## src/design/oag_params.svh

```systemverilog
`ifndef OAG_PARAMS_SVH
`define OAG_PARAMS_SVH
// Specifier field positions
`define OAG_REG_LSB      0
`define OAG_REG_MSB      2
`define OAG_MODE_LSB     3
`define OAG_MODE_MSB     5
`define OAG_DEFER_BIT    3
// Special registers
`define OAG_SP_IDX       3'h6
`define OAG_PC_IDX       3'h7
// Step sizes
`define OAG_STEP_WORD    16'h0002
`define OAG_STEP_BYTE    16'h0001
// Reset values
`define OAG_REG_RST      16'h0000
`define OAG_PC_RST       16'h0000
`endif

```

## src/design/oag_pkg.sv

```systemverilog
package oag_pkg;
  typedef enum logic [2:0] {
    OAG_M_REG, OAG_M_REGDEF, OAG_M_AINC, OAG_M_AINCDEF,
    OAG_M_ADEC, OAG_M_ADECDEF, OAG_M_IDX, OAG_M_IDXDEF
  } oag_mode_t;
  typedef enum logic [1:0] {
    OAG_OP_ZERO, OAG_OP_INVERT, OAG_OP_PLUS_ONE, OAG_OP_ADD
  } oag_op_t;
endpackage

```

## src/design/oag_spec_decode.sv

```systemverilog
`timescale 1ns/10ps
`include "oag_params.svh"
// Splits one operand specifier into register, mode and step
module oag_spec_decode (
  input  wire logic [5:0]         spec,
  input  wire logic               byte_op,
  output oag_pkg::oag_mode_t      mode,
  output logic      [2:0]         regn,
  output logic                    deferred,
  output logic      [15:0]        step
);
  import oag_pkg::*;
  wire sp_or_pc;
  assign regn     = spec[`OAG_REG_MSB:`OAG_REG_LSB];
  assign mode     = oag_mode_t'(spec[`OAG_MODE_MSB:`OAG_MODE_LSB]);
  assign deferred = spec[`OAG_DEFER_BIT];
  assign sp_or_pc = (regn == `OAG_SP_IDX) || (regn == `OAG_PC_IDX);
  // Deferred modes always step a word since the register points at an address
  assign step = (byte_op && !deferred && !sp_or_pc) ? `OAG_STEP_BYTE : `OAG_STEP_WORD;
endmodule

```

## src/design/oag_alu.sv

```systemverilog
`timescale 1ns/10ps
// Result of the operation on the destination operand
module oag_alu (
  input  wire logic [1:0]   op,
  input  wire logic         byte_op,
  input  wire logic [15:0]  src,
  input  wire logic [15:0]  dst,
  output logic      [15:0]  res
);
  import oag_pkg::*;
  wire [15:0] raw;
  assign raw = (op == OAG_OP_ZERO)   ? 16'h0000 :
               (op == OAG_OP_INVERT) ? ~dst :
               (op == OAG_OP_PLUS_ONE) ? dst + 16'h0001 : src + dst;
  assign res = byte_op ? {8'h00, raw[7:0]} : raw;
endmodule

```

## src/design/oag_operand_addr_gen.sv

```systemverilog
`timescale 1ns/10ps
`include "oag_params.svh"
// What this block does
// - Specifier low three register, upper three mode
// - Mode 0 operand is the register
// - Autoincrement and index fetches through PC add two
// - Byte op on register touches low byte
// - Autoincrement steps one or two, SP/PC two
// - Register advanced first, source still fetched at old pointer
// - Autodecrement reduces register, then addresses
// - Index adds following word, only PC advanced
// - Mode 1 register holds operand address
// - Mode 3 reads pointer word, adds two
// - Mode 5 subtracts two, reads pointer
// - Mode 7 index then read pointer
// - First extension source, second destination
// - Invert every bit, write back
module oag_operand_addr_gen (
  input  wire logic          mclk,
  input  wire logic          sys_rst,
  input  wire logic          clk_en,
  input  wire logic          start,
  input  wire logic [5:0]    src_spec,
  input  wire logic [5:0]    dst_spec,
  input  wire logic          two_operand,
  input  wire oag_pkg::oag_op_t op,
  input  wire logic          byte_op,
  input  wire logic          mem_ack,
  input  wire logic [15:0]   mem_rdata,
  output logic               mem_req,
  output logic               mem_we,
  output logic      [15:0]   mem_addr,
  output logic      [15:0]   mem_wdata,
  output logic               mem_byte,
  output logic               done,
  output logic      [15:0]   pc_out
);
  import oag_pkg::*;

  typedef enum logic [3:0] {
    S_IDLE, S_SEL, S_PRE, S_EXT, S_PTR, S_OPND, S_ALU, S_WR, S_DONE
  } oag_state_t;

  oag_state_t  state_q;
  logic [15:0] gpr_q [8];
  logic        side_q;        // 0 source, 1 destination
  logic [15:0] ea_q;
  logic [15:0] src_val_q;
  logic [15:0] dst_val_q;
  logic        mem_req_q, mem_we_q, mem_byte_q, done_q;
  logic [15:0] mem_addr_q, mem_wdata_q;

  oag_mode_t   s_mode, d_mode;
  logic [2:0]  s_reg, d_reg;
  logic        s_def, d_def;
  logic [15:0] s_step, d_step;

  oag_spec_decode u_src (
    .spec     (src_spec),
    .byte_op  (byte_op),
    .mode     (s_mode),
    .regn     (s_reg),
    .deferred (s_def),
    .step     (s_step)
  );
  oag_spec_decode u_dst (
    .spec     (dst_spec),
    .byte_op  (byte_op),
    .mode     (d_mode),
    .regn     (d_reg),
    .deferred (d_def),
    .step     (d_step)
  );

  // Current specifier selection
  wire oag_mode_t  cur_mode = side_q ? d_mode : s_mode;
  wire [2:0]       cur_reg  = side_q ? d_reg  : s_reg;
  wire [15:0]      cur_step = side_q ? d_step : s_step;
  wire [15:0]      cur_rv   = gpr_q[cur_reg];
  wire [15:0]      pc_v     = gpr_q[`OAG_PC_IDX];
  wire             cur_def  = side_q ? d_def : s_def;
  wire             is_reg   = (cur_mode == OAG_M_REG);
  wire             is_inc   = (cur_mode == OAG_M_AINC) || (cur_mode == OAG_M_AINCDEF);
  wire             is_dec   = (cur_mode == OAG_M_ADEC) || (cur_mode == OAG_M_ADECDEF);
  wire             is_idx   = (cur_mode == OAG_M_IDX)  || (cur_mode == OAG_M_IDXDEF);
  wire [15:0]      dec_val  = cur_rv - cur_step;
  wire [15:0]      inc_val  = cur_rv + cur_step;
  // Word operands are kept even; odd-address trapping lives elsewhere
  wire             word_acc = !byte_op || (cur_def && state_q == S_PTR);
  wire [15:0]      opnd_ea  = byte_op ? ea_q : {ea_q[15:1], 1'b0};
  wire             ack      = mem_req_q && mem_ack;
  // Mode 1 is a single indirection; only modes 3, 5 and 7 read a pointer word first
  wire             ptr_def  = cur_def && (cur_mode != OAG_M_REGDEF);
  // A byte at an odd address rides in the upper lane of the word bus
  wire [15:0]      rd_val   = (byte_op && mem_addr_q[0]) ? {8'h00, mem_rdata[15:8]} : mem_rdata;
  wire             last_src = !side_q && two_operand;
  wire [15:0]      alu_res;

  oag_alu u_alu (
    .op      (op),
    .byte_op (byte_op),
    .src     (src_val_q),
    .dst     (dst_val_q),
    .res     (alu_res)
  );

  // Byte op on a register merges the low byte only
  wire [15:0] reg_wr = byte_op ? {dst_val_q[15:8], alu_res[7:0]} : alu_res;

  integer i;
  always_ff @(posedge mclk) begin
    if (sys_rst) begin
      state_q     <= S_IDLE;
      side_q      <= 1'b0;
      ea_q        <= 16'h0000;
      src_val_q   <= 16'h0000;
      dst_val_q   <= 16'h0000;
      mem_req_q   <= 1'b0;
      mem_we_q    <= 1'b0;
      mem_byte_q  <= 1'b0;
      mem_addr_q  <= 16'h0000;
      mem_wdata_q <= 16'h0000;
      done_q      <= 1'b0;
      for (i = 0; i < 8; i = i + 1) gpr_q[i] <= `OAG_REG_RST;
    end else if (clk_en) begin
      done_q <= 1'b0;
      unique case (state_q)
        S_IDLE: begin
          if (start) begin
            side_q  <= !two_operand;
            state_q <= S_SEL;
          end
        end
        S_SEL: begin
          if (is_reg) begin
            // Register operand needs no memory cycle
            if (side_q) dst_val_q <= cur_rv;
            else src_val_q <= cur_rv;
            state_q <= side_q ? S_ALU : S_SEL;
            side_q  <= 1'b1;
          end else if (is_dec) begin
            gpr_q[cur_reg] <= dec_val;
            ea_q    <= dec_val;
            state_q <= S_PRE;
          end else if (is_idx) begin
            mem_req_q  <= 1'b1;
            mem_we_q   <= 1'b0;
            mem_byte_q <= 1'b0;
            mem_addr_q <= pc_v;
            state_q    <= S_EXT;
          end else begin
            ea_q <= cur_rv;
            if (is_inc) gpr_q[cur_reg] <= inc_val;
            state_q <= S_PRE;
          end
        end
        S_PRE: begin
          mem_req_q  <= 1'b1;
          mem_we_q   <= 1'b0;
          mem_byte_q <= !word_acc && !ptr_def;
          mem_addr_q <= ptr_def ? ea_q : opnd_ea;
          state_q    <= ptr_def ? S_PTR : S_OPND;
        end
        S_EXT: if (ack) begin
          mem_req_q <= 1'b0;
          gpr_q[`OAG_PC_IDX] <= pc_v + `OAG_STEP_WORD;
          ea_q      <= mem_rdata + cur_rv;
          state_q   <= S_PRE;
        end
        S_PTR: if (ack) begin
          // Pointer word read, then operand at that address
          mem_req_q <= 1'b0;
          ea_q      <= mem_rdata;
          side_q    <= side_q;
          state_q   <= S_OPND;
        end
        S_OPND: begin
          if (!mem_req_q) begin
            mem_req_q  <= 1'b1;
            mem_byte_q <= byte_op;
            mem_addr_q <= opnd_ea;
          end else if (mem_ack) begin
            mem_req_q <= 1'b0;
            if (side_q) dst_val_q <= rd_val;
            else src_val_q <= rd_val;
            state_q <= side_q ? S_ALU : S_SEL;
            side_q  <= 1'b1;
          end
        end
        S_ALU: begin
          if (d_mode == OAG_M_REG) begin
            gpr_q[d_reg] <= reg_wr;
            state_q      <= S_DONE;
          end else begin
            mem_req_q   <= 1'b1;
            mem_we_q    <= 1'b1;
            mem_byte_q  <= byte_op;
            mem_addr_q  <= opnd_ea;
            mem_wdata_q <= byte_op ? {alu_res[7:0], alu_res[7:0]} : alu_res;
            state_q     <= S_WR;
          end
        end
        S_WR: if (ack) begin
          mem_req_q <= 1'b0;
          mem_we_q  <= 1'b0;
          state_q   <= S_DONE;
        end
        S_DONE: begin
          done_q  <= 1'b1;
          state_q <= S_IDLE;
        end
        default: state_q <= S_IDLE;
      endcase
    end
  end

  assign mem_req   = mem_req_q;
  assign mem_we    = mem_we_q;
  assign mem_addr  = mem_addr_q;
  assign mem_wdata = mem_wdata_q;
  assign mem_byte  = mem_byte_q;
  assign done      = done_q;
  logic [15:0] pc_q;
  always_ff @(posedge mclk) begin
    if (sys_rst) pc_q <= `OAG_PC_RST;
    else if (clk_en) pc_q <= gpr_q[`OAG_PC_IDX];
  end
  assign pc_out = pc_q;

  // Helper: request holds until taken
  a_req_holds: assert property (@(posedge mclk) disable iff (sys_rst)
    (mem_req && !mem_ack && clk_en) |=> mem_req)
    else $error("memory request dropped before ack");
  a_pc_step: assert property (@(posedge mclk) disable iff (sys_rst)
    (clk_en && state_q == S_EXT && mem_ack) |=> gpr_q[`OAG_PC_IDX] == $past(pc_v) + 16'h0002)
    else $error("pc not advanced by two");
  a_word_even: assert property (@(posedge mclk) disable iff (sys_rst)
    (mem_req && !mem_byte) |-> !mem_addr[0])
    else $error("odd word address");
  a_ext_from_pc: assert property (@(posedge mclk) disable iff (sys_rst)
    (state_q == S_EXT && mem_req) |-> mem_addr == pc_v)
    else $error("extension word not fetched at pc");
  a_dec_first: assert property (@(posedge mclk) disable iff (sys_rst)
    (clk_en && state_q == S_SEL && is_dec) |=> ea_q == $past(dec_val) && state_q == S_PRE)
    else $error("autodecrement address wrong");
  a_inc_after: assert property (@(posedge mclk) disable iff (sys_rst)
    (clk_en && state_q == S_SEL && is_inc) |=> ea_q == $past(cur_rv))
    else $error("autoincrement used stepped value");
  a_def_step: assert property (@(posedge mclk) disable iff (sys_rst)
    (cur_def && !is_reg && (is_inc || is_dec)) |-> cur_step == 16'h0002)
    else $error("deferred step not two");
  a_done_pulse: assert property (@(posedge mclk) disable iff (sys_rst)
    done |=> !done)
    else $error("done longer than one cycle");
endmodule

```

## config.mk

```make
export PLATFORM = sky130hd
export DESIGN_NAME = oag_operand_addr_gen
export DESIGN_NICKNAME = d
export VERILOG_FILES = /design/src/design/oag_pkg.sv /design/src/design/oag_spec_decode.sv /design/src/design/oag_alu.sv /design/src/design/oag_operand_addr_gen.sv
export VERILOG_INCLUDE_DIRS = /design/src /design/src/design
export SDC_FILE = /design/constraint.sdc
export NUM_CORES = 1
export LEC_CHECK = 0
export ABC_AREA = 1
export BUFFER_PORTS_ARGS = -buffer_cell sky130_fd_sc_hd__buf_4
export CAP_MARGIN = 20
export CORE_ASPECT_RATIO = 1.5
export CORE_MARGIN = 2
export CORE_UTILIZATION = 55
export CTS_CLUSTER_DIAMETER = 120
export CTS_CLUSTER_SIZE = 14
export DETAILED_ROUTE_END_ITERATION = 7
export HOLD_SLACK_MARGIN = 0.06
export PLACE_DENSITY = 0.78
export SLEW_MARGIN = 30
export SYNTH_ARGS = -nofsm -noshare
export SYNTH_HDL_FRONTEND = slang
export SYNTH_SLANG_ARGS = --single-unit
```

## constraint.sdc

```tcl
create_clock -name mclk -period 7.5 [get_ports mclk]
set_clock_uncertainty 0.2 [all_clocks]
set_input_delay 2.25 -clock mclk [delete_from_list [all_inputs] [get_ports mclk]]
set_output_delay 2.25 -clock mclk [all_outputs]
set_load 0.05 [all_outputs]
```

==> results by stage <==
Status:
- The run finished with clean final reports.

Routing:
- The first-pass iteration count of the detailed router is 5.
- After detailed routing, the number of remaining DRC violations is 0.
- The routed via count divided by cell count is 6.01.
- The number of design-rule violations left by the first detailed-router iteration is 1683.
- The total via count in the routed design is 14925.
- After detailed routing, the average wire length per cell comes to 21.0 um.
- The routed wire length is about 52000 um.
- In this run the remaining antenna-violating nets after routing total 0.

Global routing:
- The initial antenna violation count is 0.
- The number of global-route vias before repair is roughly 14000.
- Entering global routing, the biggest net connects between 60 and 70 pins.
- The total global routing track utilization is between 30% and 40%.
- The global-route wire length before repair is between 70000 and 80000 um.
- For this run the aggregate overflow at the end of global routing stands at 0.

Worst setup path:
- The cell occurring most often along the worst timing path is sky130_fd_sc_hd__nand2_1.
- Data arrives at the worst endpoint at approximately 5.8 ns.
- On the critical path the largest part of the delay comes from buffers and inverters.
- The critical path is of the in2reg type.
- The startpoint type of the worst setup path is a primary input.
- Counting cells, the worst reg-to-reg path comes to 19.
- The critical path goes through buf_4 -> nand2_1 -> o21ai_2 -> buf_4 -> inv_2 -> nand3_1 -> nand2_1 -> inv_1 -> ha_1 -> fa_1 -> nand2_1 -> o21ai_0 -> xor2_1 -> mux2i_1 -> o21ai_1.
- The critical path depth in cells is 15.
- The endpoint kind of the worst setup timing path is a flip-flop.
- Of all nets on the critical path, the largest fanout is 31.
- Among all stages on the critical path, the largest delay is contributed by sky130_fd_sc_hd__mux2i_1.
- The worst path buffer plus inverter count is 4.
- The data required time at the worst endpoint is about 7.5 ns.
- The largest stage delay on the critical path is roughly 0.73 ns.

Min path:
- The min-delay analysis places its worst path in the category reg2reg.
- The number of instances on the worst hold path is 2.

Clocking:
- The clock-pin slew on the worst setup and hold paths is about 0.070 ns.
- The number of hold buffers added after CTS was 0.
- Clock latency on the worst-skew pair, taken at its later pin, is 0.53 ns.
- The total number of clock tree sinks is between 200 and 250.
- The number of setup buffers added after CTS is 0.
- The library cell used as clock root buffer is sky130_fd_sc_hd__clkbuf_16.
- The number of buffers between clock root and the deepest sink is 3.
- The number of cells upsized or downsized after cts is 0.
- The deepest level of the CTS H-tree is 1.
- In this run, CTS created clock tree buffers numbering 20.
- The clock tree from TritonCTS is done.

Logic synthesis:
- For this run, asynchronously set or reset flops after synthesis account for 0%.
- A synthesized cell averages ~7 um2.
- The share of the Yosys chip area taken by registers is 39.9%.
- The most frequently used flop master after synthesis is sky130_fd_sc_hd__edfxtp_1.
- The mapped netlist covers 14900 um2.
- The total number of yosys warnings is 0.
- The fraction of the mapped netlist area in simple logic gates is a little under a third.
- After synthesis, the netlist uses between 50 and 60 different library cells.
- Summing the areas of all compound-gate instances in the mapped netlist gives around 14% of the synthesized area.
- The number of nets handed over by synthesis was 2167.
- The post-synthesis mux area share is 0.134%.
- Synthesis produced a netlist whose cell count is 2091.
- The register bit count reported by yosys is roughly 230.
- The combinational family with the most area after synthesis is simple AND/OR/NAND/NOR gates.
- The fraction of synthesized cell area in xor and xnor cells is less than 1%.
- Of the total synthesized cell area, the portion taken by full adders, half adders and majority gates is under 10%.
- The count of flip-flops with a built-in enable after synthesis is ~130.

Floorplanning:
- The area inside the core boundary is between 20000 and 30000 um2.
- The floorplan step defined a die boundary enclosing 28500 um2.
- The number of top-level pins is between 80 and 90.
- From left edge to right edge, the die measures ~140 um.
- The die height is 206 um.
- The initial utilization of the core area, before any placement, comes to approximately 56%.
- The number of placement rows is between 70 and 80.

Power and ir drop:
- For this design the static power due to leakage is 7.40 nW.
- Power spread over the standard cell area amounts to about 230 nW/um2.
- The peak ir drop on the vdd network is between 0.2 and 0.25 mV.
- The total chip power is 0.00367 W.

STA:
- At the pin with the least slew margin, the transition time is ~0.97 ns.
- The final hold violation count is 0.
- The routed design could run at a clock period as short as 5.73 ns.
- The worst slew margin relative to its limit is about a third.
- The final critical-path share of the clock period is 76.4%.
- The number of max-slew violations in the final report was 0.
- The sum of negative setup slack is 0 ns.
- The final setup violation count is 0.
- The peak clock frequency supported by timing is between 150 and 200 MHz.
- The worst-case setup margin in the final layout is approximately 1.8 ns.
- Setup repair after global routing left no endpoint under its margin.

Cells and area:
- The area growth from synthesis to final layout is 9.08%.
- Leaving out fill and tap cells, the most frequent cell in the layout is sky130_fd_sc_hd__nand2_1.
- After the last flow step, the layout net total stands at around 2200.
- Cells with a size suffix above 1 make up about an eighth of the layout.
- The end-of-flow core utilization is between 60% and 70%.
- In the layout the commonest cells are sky130_fd_sc_hd__nand2_1 (471), sky130_fd_sc_hd__inv_1 (253), sky130_fd_sc_hd__nor2_1 (235).

Place:
- Before CTS, the worst setup slack after placement is between 1 and 1.5 ns.
- The total half-perimeter wirelength after legalization and detailed placement is roughly 38000 um.
- Port buffering added 88 buffers.
- The final weighted congestion of routability-driven global placement is 0.999.

Flow run:
- The number of violations of the max-capacitance limit is 0.
## report_power, final
part	leakage, nW	switching (W)	internal, W	total, W
logic	4.94	0.000922	0.000316	0.00124
registers	2.17	0.0000353	0.00140	0.00143
clock network	0.277	0.000482	0.000519	0.00100
## metal layers
| layer | share of wire, % | GRT usage [%] | up-vias | wire length [um] |
|---|---|---|---|---|
| met2 | 49 | 63.2 | 796 | 25300 |
| met5 | 0 | 0 | - | 0 |
| met1 | 35 | 40.6 | 6962 | 18400 |
| li1 | - | - | 6953 | - |
| met4 | 8.0 | 25.1 | 0 | 4190 |
| met3 | 8.1 | 5.24 | 214 | 4240 |
## Yosys cell counts, drive strengths merged (6+ instances only)
cell / instances / share of area, %
dfxtp: 105 / 14
clkbuf: 44 / 1.1
xor2: 14 / 0.82
o21ai: 176 / 6.0
edfxtp: 128 / 26
nand3: 214 / 7.6
nor2: 281 / 8.0
o22ai: 11 / 0.46
ha: 35 / 2.9
nor3: 8 / 0.27
inv: 267 / 6.7
a31oi: 22 / 0.92
clkinv: 6 / 0.15
buf: 44 / 2.0
o211ai: 12 / 0.60
nand2: 511 / 14
nand3b: 7 / 0.35
a21oi: 147 / 4.9
or2: 8 / 0.34
nand4: 11 / 0.50
## final cells by class
cell class	instances	area, um2
Antenna cell	1	2.50
Inverter	273	1020
Fill cell	2480	10300
Clock buffer	33	571
Clock inverter	1	6.26
Multi-Input combinational cell	1497	7490
Timing Repair Buffer	107	803
Sequential cell	233	5950
Tap cell	337	422
## flip-flops by register name, indices dropped and copies added, names as in the netlist
signal / count
state_q: 4
dst_val_q: 16
gpr_q: 128
side_q: 1
src_val_q: 16
mem_req: 1
pc_out: 16
ea_q: 16
mem_we: 1
mem_wdata: 16
done: 1
mem_byte: 1
mem_addr: 16
## metrics by stage
step | hold WS (ns) | area (um2) | instances
after floorplan | 0.252 | 14900 | 2091
after global placement | 0.255 | 15700 | 2447
after detailed placement | 0.255 | 15700 | 2447
after CTS | 0.265 | 16300 | 2481
after global routing | 0.297 | 16300 | 2481
final | 0.266 | 16300 | 2482
## worst reg2reg max path, cell delays in order (launching register included)
cell and delay [ns]:
sky130_fd_sc_hd__dfxtp_1 0.82, sky130_fd_sc_hd__inv_2 0.33, sky130_fd_sc_hd__nand2_4 0.44, sky130_fd_sc_hd__nand2_8 0.38, sky130_fd_sc_hd__nand2_1 0.19, sky130_fd_sc_hd__nand3_1 0.08, sky130_fd_sc_hd__nand2_1 0.09, sky130_fd_sc_hd__inv_1 0.03
sky130_fd_sc_hd__o21ai_0 0.14, sky130_fd_sc_hd__buf_4 0.20, sky130_fd_sc_hd__inv_1 0.13, sky130_fd_sc_hd__ha_1 0.32, sky130_fd_sc_hd__a21oi_1 0.29, sky130_fd_sc_hd__nor2_1 0.09, sky130_fd_sc_hd__nand2_1 0.21, sky130_fd_sc_hd__nand2_1 0.08
sky130_fd_sc_hd__o211ai_1 0.08, sky130_fd_sc_hd__nand3_1 0.18, sky130_fd_sc_hd__nand2_2 0.38, sky130_fd_sc_hd__nor2_1 0.09
## cells by family after synthesis
logic type | count (synthesis)
compound gates | 393
flops | 233
xor+xnor | 16
mux | 2
simple gates | 1047
buf+inv | 361
fa+ha+maj | 39
## path summary, 6_finish.rpt
kind	endpoint	startpoint	slack [ns]
worst max register to register	gpr_q[4][5]	side_q	2.48
worst min register to register	mem_wdata[0]	mem_wdata[0]	0.27
worst max-delay path	gpr_q[7][2]	dst_spec[2]	1.77
worst min-delay path	mem_wdata[0]	mem_wdata[0]	0.27
(Power assumes the default switching activity.)
